<file path="src/rtl/lsc_regs.vh">
`ifndef LSC_REGS_VH
`define LSC_REGS_VH

// ----------------------------------------
// Register offsets
// ----------------------------------------
`define LSC_ADDR_W 4
`define LSC_OFF_CTRL 4'h0
`define LSC_OFF_STAT 4'h4
`define LSC_OFF_EVT 4'h8

// ----------------------------------------
// Control fields
// ----------------------------------------
`define LSC_BIT_RGATE 8
`define LSC_BIT_TMODE 9
`define LSC_BIT_ERRDIS 10
`define LSC_BIT_CMPDIS 11
`define LSC_BIT_BSDMODE 6
`define LSC_CTRL_RESET 32'h0000_0000
`define LSC_CTRL_MASK 32'h0000_0F40

// ----------------------------------------
// Event fields
// ----------------------------------------
`define LSC_EVT_BRK 0
`define LSC_EVT_ERR 1
`define LSC_EVT_CMP 3

`endif

</file>
<file path="src/rtl/lsc_edge.v">
`timescale 1ns/10ps
// ----------------------------------------
// Rising and falling edge detector
// ----------------------------------------
module lsc_edge (
    input wire clk,
    input wire rst_n,
    input wire din,
    output reg rise,
    output reg fall
);
    reg last;

    always @(posedge clk) begin
        if (!rst_n) begin
            last <= 1'b1;
            rise <= 1'b0;
            fall <= 1'b0;
        end else begin
            last <= din;
            rise <= din & ~last;
            fall <= ~din & last;
        end
    end
endmodule

</file>
<file path="src/rtl/lsc_route.v">
`timescale 1ns/10ps
// ----------------------------------------
// Transceiver path selection
// ----------------------------------------
module lsc_route (
    input wire test_mode,
    input wire uart_txd,
    input wire gpio_tx_in,
    input wire xcvr_rxd,
    output reg xcvr_txd,
    output reg uart_rx_raw,
    output reg gpio_rx_out,
    output reg gpio_rx_oe
);
    always @* begin
        if (test_mode) begin
            xcvr_txd = gpio_tx_in;
            uart_rx_raw = 1'b1;
            gpio_rx_out = xcvr_rxd;
            gpio_rx_oe = 1'b1;
        end else begin
            xcvr_txd = uart_txd;
            uart_rx_raw = xcvr_rxd;
            gpio_rx_out = 1'b1;
            gpio_rx_oe = 1'b0;
        end
    end
endmodule

</file>
<file path="src/rtl/lsc_top.v">
`timescale 1ns/10ps
`include "lsc_regs.vh"

// Function
// - A set compare-disable bit blocks the break timer compare interrupt.
// - A set error-disable bit (bit 10) blocks the break timer error interrupt.
// - Test-mode bit 9 low connects the transceiver straight to the UART.
// - Test-mode bit high routes two GPIO pins to transceiver TxD and RxD.
// - Receive-gate bit 8 high with bit 6 low holds UART receive high until break and sync.
// - In pulse-width read mode the gate bit raises a break event per rise.
module lsc_top (
    input wire clk,
    input wire rst_n,
    input wire [`LSC_ADDR_W-1:0] addr,
    input wire [31:0] wdata,
    input wire wr,
    input wire rd,
    output reg [31:0] rdata,
    input wire uart_txd,
    output reg uart_rxd,
    input wire gpio_tx_in,
    output reg gpio_rx_out,
    output reg gpio_rx_oe,
    input wire xcvr_rxd,
    output reg xcvr_txd,
    input wire break_done,
    input wire sync_done,
    input wire cmp_event,
    input wire err_event,
    output reg cmp_irq,
    output reg err_irq,
    output reg brk_irq
);

    // ----------------------------------------
    // Control register
    // ----------------------------------------
    reg [31:0] ctrl;
    reg [2:0] evt;
    reg [31:0] next_rdata;
    wire cmp_dis = ctrl[`LSC_BIT_CMPDIS];
    wire err_dis = ctrl[`LSC_BIT_ERRDIS];
    wire test_mode = ctrl[`LSC_BIT_TMODE];
    wire rx_gate = ctrl[`LSC_BIT_RGATE];
    wire bsd_mode = ctrl[`LSC_BIT_BSDMODE];

    function hit;
        input [`LSC_ADDR_W-1:0] a;
        input [`LSC_ADDR_W-1:0] off;
        begin
            hit = (a == off);
        end
    endfunction

    always @(posedge clk) begin
        if (!rst_n) begin
            ctrl <= `LSC_CTRL_RESET;
        end else if (wr && hit(addr, `LSC_OFF_CTRL)) begin
            ctrl <= wdata & `LSC_CTRL_MASK;
        end
    end

    // ----------------------------------------
    // Path routing
    // ----------------------------------------
    wire rt_txd;
    wire rt_rx;
    wire rt_gout;
    wire rt_goe;

    lsc_route u_route (
        .test_mode(test_mode),
        .uart_txd(uart_txd),
        .gpio_tx_in(gpio_tx_in),
        .xcvr_rxd(xcvr_rxd),
        .xcvr_txd(rt_txd),
        .uart_rx_raw(rt_rx),
        .gpio_rx_out(rt_gout),
        .gpio_rx_oe(rt_goe)
    );

    // ----------------------------------------
    // Receive gate
    // ----------------------------------------
    // Break and sync seen since the gate was last raised
    reg brk_seen;
    reg sync_seen;
    reg gate_last;

    always @(posedge clk) begin
        if (!rst_n) begin
            brk_seen <= 1'b0;
            sync_seen <= 1'b0;
            gate_last <= 1'b0;
        end else begin
            gate_last <= rx_gate;
            if (rx_gate && !gate_last) begin
                brk_seen <= break_done;
                sync_seen <= 1'b0;
            end else begin
                if (break_done) begin
                    brk_seen <= 1'b1;
                end
                if (sync_done && (brk_seen || break_done)) begin
                    sync_seen <= 1'b1;
                end
            end
        end
    end

    // Stale sync flag from an earlier gate must not open a fresh gate
    wire gate_hold = rx_gate && !bsd_mode && (!sync_seen || !gate_last);

    always @(posedge clk) begin
        if (!rst_n) begin
            uart_rxd <= 1'b1;
            xcvr_txd <= 1'b1;
            gpio_rx_out <= 1'b1;
            gpio_rx_oe <= 1'b0;
        end else begin
            uart_rxd <= gate_hold ? 1'b1 : rt_rx;
            xcvr_txd <= rt_txd;
            gpio_rx_out <= rt_gout;
            gpio_rx_oe <= rt_goe;
        end
    end

    // ----------------------------------------
    // Interrupt gating
    // ----------------------------------------
    wire bus_rise;

    lsc_edge u_edge (
        .clk(clk),
        .rst_n(rst_n),
        .din(xcvr_rxd),
        .rise(bus_rise),
        .fall()
    );

    always @(posedge clk) begin
        if (!rst_n) begin
            cmp_irq <= 1'b0;
            err_irq <= 1'b0;
            brk_irq <= 1'b0;
        end else begin
            cmp_irq <= cmp_event && !cmp_dis;
            err_irq <= err_event && !err_dis;
            brk_irq <= bsd_mode && rx_gate && bus_rise;
        end
    end

    // Sticky event record, set wins over write-one-to-clear
    always @(posedge clk) begin
        if (!rst_n) begin
            evt <= 3'h0;
        end else begin
            if (wr && hit(addr, `LSC_OFF_EVT)) begin
                evt <= (evt & ~wdata[2:0]) |
                       {cmp_irq, err_irq, brk_irq};
            end else begin
                evt <= evt | {cmp_irq, err_irq, brk_irq};
            end
        end
    end

    // ----------------------------------------
    // Read path
    // ----------------------------------------
    always @* begin
        next_rdata = 32'h0000_0000;
        if (hit(addr, `LSC_OFF_CTRL)) begin
            next_rdata = ctrl;
        end else if (hit(addr, `LSC_OFF_STAT)) begin
            next_rdata[0] = brk_seen;
            next_rdata[1] = sync_seen;
            next_rdata[2] = gate_hold;
            next_rdata[3] = xcvr_rxd;
        end else if (hit(addr, `LSC_OFF_EVT)) begin
            next_rdata[`LSC_EVT_BRK] = evt[0];
            next_rdata[`LSC_EVT_ERR] = evt[1];
            next_rdata[`LSC_EVT_CMP] = evt[2];
        end
    end

    always @(posedge clk) begin
        if (!rst_n) begin
            rdata <= 32'h0000_0000;
        end else if (rd) begin
            rdata <= next_rdata;
        end else begin
            rdata <= 32'h0000_0000;
        end
    end

endmodule

</file>
<file path="config.mk">
export PLATFORM = sky130hd
export DESIGN_NAME = lsc_top
export DESIGN_NICKNAME = d
export VERILOG_FILES = /design/src/rtl/lsc_edge.v /design/src/rtl/lsc_route.v /design/src/rtl/lsc_top.v
export VERILOG_INCLUDE_DIRS = /design/src /design/src/rtl
export SDC_FILE = /design/constraint.sdc
export NUM_CORES = 1
export LEC_CHECK = 0
export BUFFER_PORTS_ARGS = -buffer_cell sky130_fd_sc_hd__clkbuf_2
export CAP_MARGIN = 20
export CORE_UTILIZATION = 39
export DETAILED_ROUTE_END_ITERATION = 8
export PLACE_DENSITY = 0.78
export SLEW_MARGIN = 20
export SYNTH_ARGS = -nofsm -noshare
export SYNTH_HDL_FRONTEND = slang
export SYNTH_SLANG_ARGS = --single-unit
</file>
<file path="constraint.sdc">
create_clock -name clk -period 1.25 [get_ports clk]
set_input_delay 0.25 -clock clk [delete_from_list [all_inputs] [get_ports clk]]
set_output_delay 0.25 -clock clk [all_outputs]
set_load 0.005 [all_outputs]
</file>
; ---- Yosys cells after proc, flatten, opt, wreduce, memory -nomap -nowiden
; Cells that the tools add are included.
; W data, S select, Z words.
[totals]
regBits = 29
in_bits = 47
word_cells = 63
[classes]
n_eq_ne = 2
mux = 9
bitwise = 9
reduce_logical = 26
[op_table]
columns = op, count
row1 = $logic_and A1 B1 Y1, 10
row2 = $mux W1, 6
row3 = $or A3 B3 Y3, 2
row4 = $reduce_or A3 Y1, 2
row5 = $logic_not A1 Y1, 5
row6 = $eq A4 B3 Y1 const B, 1
row7 = $eq A4 B4 Y1 const B, 1
row8 = $logic_not A4 Y1, 1
row9 = $mux W2, 2
row10 = $not A1 Y1, 4
row11 = $reduce_and A2 Y1, 2
row12 = $reduce_or A2 Y1, 2
row13 = $and A3 B3 Y3, 1
row14 = $mux W3, 1
row15 = $not A3 Y3, 1
row16 = $reduce_and A3 Y1, 1
row17 = $logic_or A1 B1 Y1, 2
row18 = $reduce_bool A2 Y1, 1
row19 = $and A1 B1 Y1, 1

; ---- Logic depth before layout (Yosys ltp)
; Gate-level depths: netlist (run 1).
[depth]
word_depth = 4
mapped_depth = 4
depth_no_buf = 3

; ---- By module
; Synthesis (run 1) repeated with hierarchy kept, for this count alone.
[hier_totals]
hier_cells = 124
hier_area_um2 = 1227.4
[modules_own_cells]
columns = mod, instances, cells_each, area_each_um2, seq_area_each_um2
row1 = lsc_top, 1, 114, 1108.6, 540.5
row2 = lsc_edge, 1, 6, 83.8, 60.1
row3 = lsc_route, 1, 4, 35.0, 0.0

; ---- Least setup slack after synthesis (run 1)
; No wires, ideal clock.
[synth_path]
path_type = input to register
from = in addr[1]
to = reg ctrl[10]
setup_time_ps = 72
arrival_ps = 1009
required_time_ps = 1178
setup_slack_ps = 169
cell_stages = 3
n_path_buf = 0
path_cell_list = nor3b_4 -> nor3b_4 -> mux2i_1
[synth_via]
elab_chain_len = 2
[synth_rtl]
columns = item, line_no
row1 = from (decl), lsc_top.v:14  ; input wire [`LSC_ADDR_W-1:0] addr,
row2 = $logic_not A4 Y1, lsc_top.v:51  ; hit = (a == off);
row3 = $logic_and A1 B1 Y1, lsc_top.v:58  ; end else if (wr && hit(addr, `LSC_OFF_CTRL)) begin
row4 = to (signal assigned), lsc_top.v:57  ; ctrl <= `LSC_CTRL_RESET;
row5 = to (signal assigned), lsc_top.v:59  ; ctrl <= wdata & `LSC_CTRL_MASK;
row6 = to (decl), lsc_top.v:38  ; reg [31:0] ctrl;
; No other way between the ends.
; A chain may end at the register's enable or synchronous reset.

; ---- Worst setup path after layout (run 1)
[layout_path]
from = reg brk_irq
to = out brk_irq
[layout_rtl]
columns = item, line_no
row1 = from (decl), lsc_top.v:32  ; output reg brk_irq
row2 = from (signal assigned), lsc_top.v:149  ; brk_irq <= bsd_mode && rx_gate && bus_rise;
; No word-level cell between the ends.

==> metrics.md, run 1 <==
| Metric | Value |
|---|---|
| CTS tree | `done` |
| Max incr delay on CP | `370 ps` |
| Mux contribution to synthesized area | `5.16%` |
| Peak-usage layer in the global routing report | `met2` |
| GPL Wtd Cong | `0.781` |
| Clk sinks | `29` |
| Fin nets | `215` |
| Yosys cell types | `24` |
| Root buffer cell | `clkbuf_4` |
| Final Hold Fails | `0` |
| Hold-fix buffers at CTS | `0` |
| Worst VDD drop | `0.767 mV` |
| Slowest cell on the critical path | `dfxtp_1` |
| Clk_lat worst skew | `320 ps` |
| Hold_sp | `err_event` |
| Area of the core | `0.00278 mm2` |
| DRC violations left | `0` |
| Htree depth | `2` |
| First-pass GRT wire length | `3530 um` |
| Tmin final | `1050 ps` |
| Reg2Reg Depth | `3` |
| Antenna violations before repair | `0` |
| Worst-path maximum fanout | `3` |
| Diodes inserted | `0` |
| DR WL/cell | `10.6 um` |
| Period utilization | `84.1%` |
| Leak | `0.679 nW` |
| Cell Chain, Critical Path | `clkbuf_2` |
| CP arrival | `800 ps` |
| Num CTS Buffers | `5` |
| Synth Area in Adders | `0%` |
| Vias in the first global route | `818` |
| Max Fclk | `952 MHz` |
| Hold WS | `135 ps` |
| Die width | `56.6 um` |
| CP delay by family, top | `flip-flops` |
| Die Span Y | `56.6 um` |
| Worst setup SP type | `flop` |
| Routed via count | `898` |
| Compound-gate portion of the synthesized area | `7.42%` |
| Clock Path Buffers | `2` |
| Starting density of the core | `41.8%` |
| Reg-to-Reg End | `rdata[2]` |
| Yosys reg bits | `29` |
| Routing usage on met2 | `25.7%` |
| Final Worst Setup Slack | `199 ps` |
| Postcts setup bufs | `0` |
| Most common cell after layout, fill and taps aside | `clkbuf_2` |
| Maximum Capacitance Violations | `0` |
| Post-synthesis sequential area ratio | `49.9%` |
| Syn. warnings | `0` |
| Die area | `0.00321 mm2` |
| Slew Viols, Final | `0` |
| Final HPWL DP | `1660 um` |
| Gate Count Post-Synth | `120` |
| CP Launch Point | `brk_irq` |
| CP endpoint kind | `output pin` |
| RSZ-0062 raised after global routing | `no` |
| Outcome | `finished clean` |
| Port Buffers | `38` |
| Share of layout cells above drive strength 1 | `30.2%` |
| Area Overhead vs Synth | `19.1%` |
| GRT met1 Usage | `15.0%` |
| RR Startpoint | `ctrl[8]` |
| Pwr Density | `1160 mW/mm2` |
| TritonRoute pass-1 iters | `2` |
| Largest net degree at the start of global routing | `9` |
| Finish-stage setup viols | `0` |
| Worst R2R Setup Slack | `300 ps` |
| Highest-count cells in the layout ignoring fill and taps | `clkbuf_2, dfxtp_1, conb_1` |
| Total grt overflow | `0` |
| Simple logic cell fraction of the synthesized area | `19.2%` |
| Hold EP | `err_irq` |
| CP Buf/Inv Count | `1` |
| Met3 usage | `7.60%` |
| Clk pin slew, worst setup/hold paths | `80 ps` |
| Largest family of logic cells by synthesized area | `simple AND/OR/NAND/NOR gates` |
| Row cnt | `19` |
| Drt total wl | `2110 um` |
| PostCTS Resize Cnt | `0` |
| Setup WS pre-CTS | `20.1 ps` |
| Critical path class | `reg2out` |
| Synth Area in XOR/XNOR | `0%` |
| Starting DRC count in detailed routing | `17` |
| Worst hold path class | `in2reg` |
| Vias per std cell | `4.49` |
| Tot GR Track Use | `14.9%` |
| Io pins | `86` |
| Area of the mapped netlist | `0.00116 mm2` |
| Post-route ant nets | `0` |
| Hold Crit Depth | `3` |
| Clk_skew | `8.37 ps` |
| CP required | `1000 ps` |
| Fin Setup TNS | `0 ps` |
| Syn_area_per_cell | `9.70 um2` |
==> worst reg2reg max path, delay by kind of cell, from the launching register on <==
family | cells | cell delay, ps
buf+inv | 1 | 60
simple gates | 1 | 200
compound gates | 1 | 290
flops | 1 | 350
==> synthesized netlist by cell type <==
cell type | instances | area [um2]
dfxtp_1 | 29 | 581
buf_4 | 23 | 173
nand2_1 | 15 | 56.3
inv_1 | 7 | 26.3
mux2i_1 | 6 | 60.1
nor2_1 | 6 | 22.5
and2_1 | 4 | 25.0
o21ai_0 | 4 | 20.0
a22oi_1 | 3 | 22.5
a41oi_1 | 3 | 26.3
nor2b_1 | 3 | 18.8
a21oi_1 | 2 | 10.0
buf_2 | 2 | 10.0
nand2b_1 | 2 | 12.5
nor3b_4 | 2 | 37.5
a211oi_1 | 1 | 7.51
and3_1 | 1 | 6.26
and3b_1 | 1 | 8.76
conb_1 | 1 | 3.75
nand3b_1 | 1 | 7.51
nand4bb_1 | 1 | 11.3
nor3_1 | 1 | 5.00
nor4_1 | 1 | 6.26
or3_1 | 1 | 6.26
==> where the power goes <==
group / internal (mW) / switching [mW]
clock network: 0.224 / 0.282
logic: 0.0627 / 0.0739
registers: 0.946 / 0.0134
==> logic make-up after synthesis <==
group,count (synthesis)
compound gates,13
flops,29
other cells,1
mux,6
simple gates,39
buf+inv,32
==> worst max-delay path by stage <==
stage	end	slack [ps]	cells past startpoint
floorplan	ctrl[10]	170	3
detailed placement	ctrl[9]	20	5
global route	brk_irq	130	1
finish	brk_irq	200	1
global placement	ctrl[9]	60	5
CTS	cmp_irq	180	1
==> layer usage <==
metal / up-vias / wire length, um
li1: 442 / -
met1: 402 / 812
met2: 49 / 1030
met3: 5 / 232
met4: 0 / 38
met5: - / 0
==> metrics by stage <==
stage / power [mW] / util, % / instance area [um2] / cells
after global placement: 1.11 / 48.1 / 1340 / 192
after floorplan: 1.10 / - / 1250 / 142
final: 1.60 / 49.8 / 1390 / 200
after CTS: 1.62 / 49.8 / 1390 / 200
after detailed placement: 1.12 / 48.1 / 1340 / 192
after global routing: 1.69 / 49.8 / 1390 / 200
==> state kept, by name (all words and copies together) (netlist names) <==
| name | flops |
|---|---|
| brk_irq | 1 |
| brk_seen | 1 |
| cmp_irq | 1 |
| ctrl | 5 |
| err_irq | 1 |
| evt | 3 |
| gate_last | 1 |
| gpio_rx_oe | 1 |
| gpio_rx_out | 1 |
| rdata | 9 |
| sync_seen | 1 |
| u_edge.last | 1 |
| u_edge.rise | 1 |
| uart_rxd | 1 |
| xcvr_txd | 1 |
==> final cells by class <==
cell class                 instances  area (um2)
clock buffer                       8        48.8
fill                             275        1400
inverter                           7        26.3
multi-input combinational         81         457
sequential                        29         581
tap                               31        38.8
timing repair buffer              44         235
Note: power is estimated with default switching activity, not from simulation.
==> run 2, diff against run 1 <==
clock period = 1 ns   (was 1.25 ns; I/O delays follow)
==> run 2 against run 1 <==
Count of clock-buffer cells in the layout is the same. Hold slack lost 64 ps. Sequential cell count is the same. Register-to-register slack lost 190 ps. Sequential power grew 25%. First-iteration DRC count shrank 5.9%. Setup slack lost 170 ps. Via count grew 3.3%. Non-clock buffer count grew 7. Die area is the same.
==> metrics.md, run 2 (synthesis gave the netlist of run 1 again) <==
| Metric | Value |
|---|---|
| Hold Crit Depth | `3` |
| Cell Chain, Critical Path | `clkbuf_2` |
| Worst R2R Setup Slack | `110 ps` |
| Fin nets | `222` |
| GPL Wtd Cong | `0.826` |
| Starting density of the core | `41.8%` |
| CTS tree | `done` |
| Clk_lat worst skew | `320 ps` |
| Io pins | `86` |
| Clock Path Buffers | `2` |
| Die Span Y | `56.6 um` |
| Starting DRC count in detailed routing | `16` |
| Highest-count cells in the layout ignoring fill and taps | `clkbuf_2, dfxtp_1, conb_1` |
| First-pass GRT wire length | `3500 um` |
| Non-filler cells in the finished layout | `207` |
| Finish-stage setup viols | `0` |
| Design area | `0.00146 mm2` |
| Post-route ant nets | `0` |
| CP Depth | `1` |
| Clk sinks | `29` |
| Worst VDD drop | `0.847 mV` |
| Maximum Capacitance Violations | `0` |
| Most common cell after layout, fill and taps aside | `clkbuf_2` |
| Outcome | `finished clean` |
| Max Fclk | `1030 MHz` |
| Worst setup SP type | `flop` |
| DP Cell Count | `196` |
| Area of the core | `0.00278 mm2` |
| Final Worst Setup Slack | `25.1 ps` |
| Largest net degree at the start of global routing | `17` |
| DR WL/cell | `10.8 um` |
| Top reg by flops | `rdata` |
| Tmin final | `975 ps` |
| Slowest cell on the critical path | `dfxtp_2` |
| Period utilization | `97.5%` |
| Post-Place Cell Area | `0.00138 mm2` |
| Clk_skew | `7.20 ps` |
| Setup WS pre-CTS | `-165 ps` |
| CP endpoint kind | `output pin` |
| Largest register FFs | `9` |
| Final HPWL DP | `1760 um` |
| Clk pin slew, worst setup/hold paths | `80 ps` |
| Pwr Density | `1390 mW/mm2` |
| Slew Viols, Final | `0` |
| Vias in the first global route | `865` |
| Worst hold path class | `in2reg` |
| Total grt overflow | `0` |
| Biggest registers after layout | `rdata: 9 flops, ctrl: 5 flops, evt: 3 flops` |
| Max incr delay on CP | `350 ps` |
| CP delay by family, top | `flip-flops` |
| Diodes inserted | `0` |
| Die area | `0.00321 mm2` |
| CP Buf/Inv Count | `1` |
| RSZ-0062 raised after global routing | `yes` |
| Area Overhead vs Synth | `25.6%` |
| CP required | `800 ps` |
| Reg2Reg Depth | `3` |
| Vias per std cell | `4.48` |
| Final core occ | `52.5%` |
| Routed via count | `928` |
| Antenna violations before repair | `0` |
| Port Buffers | `38` |
| Num CTS Buffers | `5` |
| Root buffer cell | `clkbuf_4` |
| DRC violations left | `0` |
| Worst-path maximum fanout | `2` |
| TritonRoute pass-1 iters | `2` |
| Final Hold Fails | `0` |
| Share of layout cells above drive strength 1 | `35.8%` |
| Critical path class | `reg2out` |
| Hold-fix buffers at CTS | `0` |
| Tot GR Track Use | `14.8%` |
| Htree depth | `2` |
| Die width | `56.6 um` |
| CP arrival | `770 ps` |
| Leak | `0.722 nW` |
| Drt total wl | `2230 um` |
| Row cnt | `19` |
-- run 2: changes by cell type in the layout (fill, tap and decap cells not counted) --
cell,change
a211oi_1,-1
buf_4,+6
buf_12,+1
a211oi_2,+1
dfxtp_1,-4
dfxtp_2,+4
-- run 2: cell type report --
cell class / instances / area, um2
repair buffers: 51 / 300
multi-input cells: 81 / 462
well taps: 31 / 38.8
inverters: 7 / 26.3
clock buffers: 8 / 48.8
fillers: 264 / 1320
flip-flops and latches: 29 / 586
-- run 2: metrics by stage --
stage          setup TNS (ps)  total power, mW  hold slack, ps
2_1_floorplan            -154             1.37             277
5_1_grt                 -25.3             2.14            65.9
6_report                    0             2.04            70.5
3_5_place_dp            -1310             1.41             378
3_3_place_gp            -1170             1.41             377
4_1_cts                     0             2.05            64.4
-- run 2: where the power goes --
group	total (mW)	switching (mW)	internal (mW)
clock	0.641	0.361	0.279
sequential	1.20	0.0161	1.18
combinational	0.198	0.0995	0.0989
-- run 2: path summary, 6_finish.rpt --
path | start | endpoint
worst max-delay path | brk_irq | brk_irq
worst min-delay path | err_event | err_irq
worst max register to register | ctrl[8] | rdata[2]
worst min register to register | u_edge.last | u_edge.rise
-- run 2: worst register-to-register path, delay by kind of cell (launching register included) --
family / cells / cell delay [ps]
compound gates: 1 / 230
buf+inv: 1 / 70
flops: 1 / 360
simple gates: 1 / 180
-- run 2: repair_timing --
item	4_1_cts	5_1_grt
endpoints found under the setup margin	3	6
resized for setup	3	2
pin swaps	0	0
hold endpoints to repair	0	0
setup buffers	0	3
-- run 2: routing by layer --
layer	wire length (um)	up-vias	share of wire (%)	GRT usage, %
li1	-	461	-	-
met1	828	408	37	14.3
met2	1140	51	51	25.5
met3	211	8	9.4	6.68
met4	58	0	2.6	9.06
met5	0	-	0	0
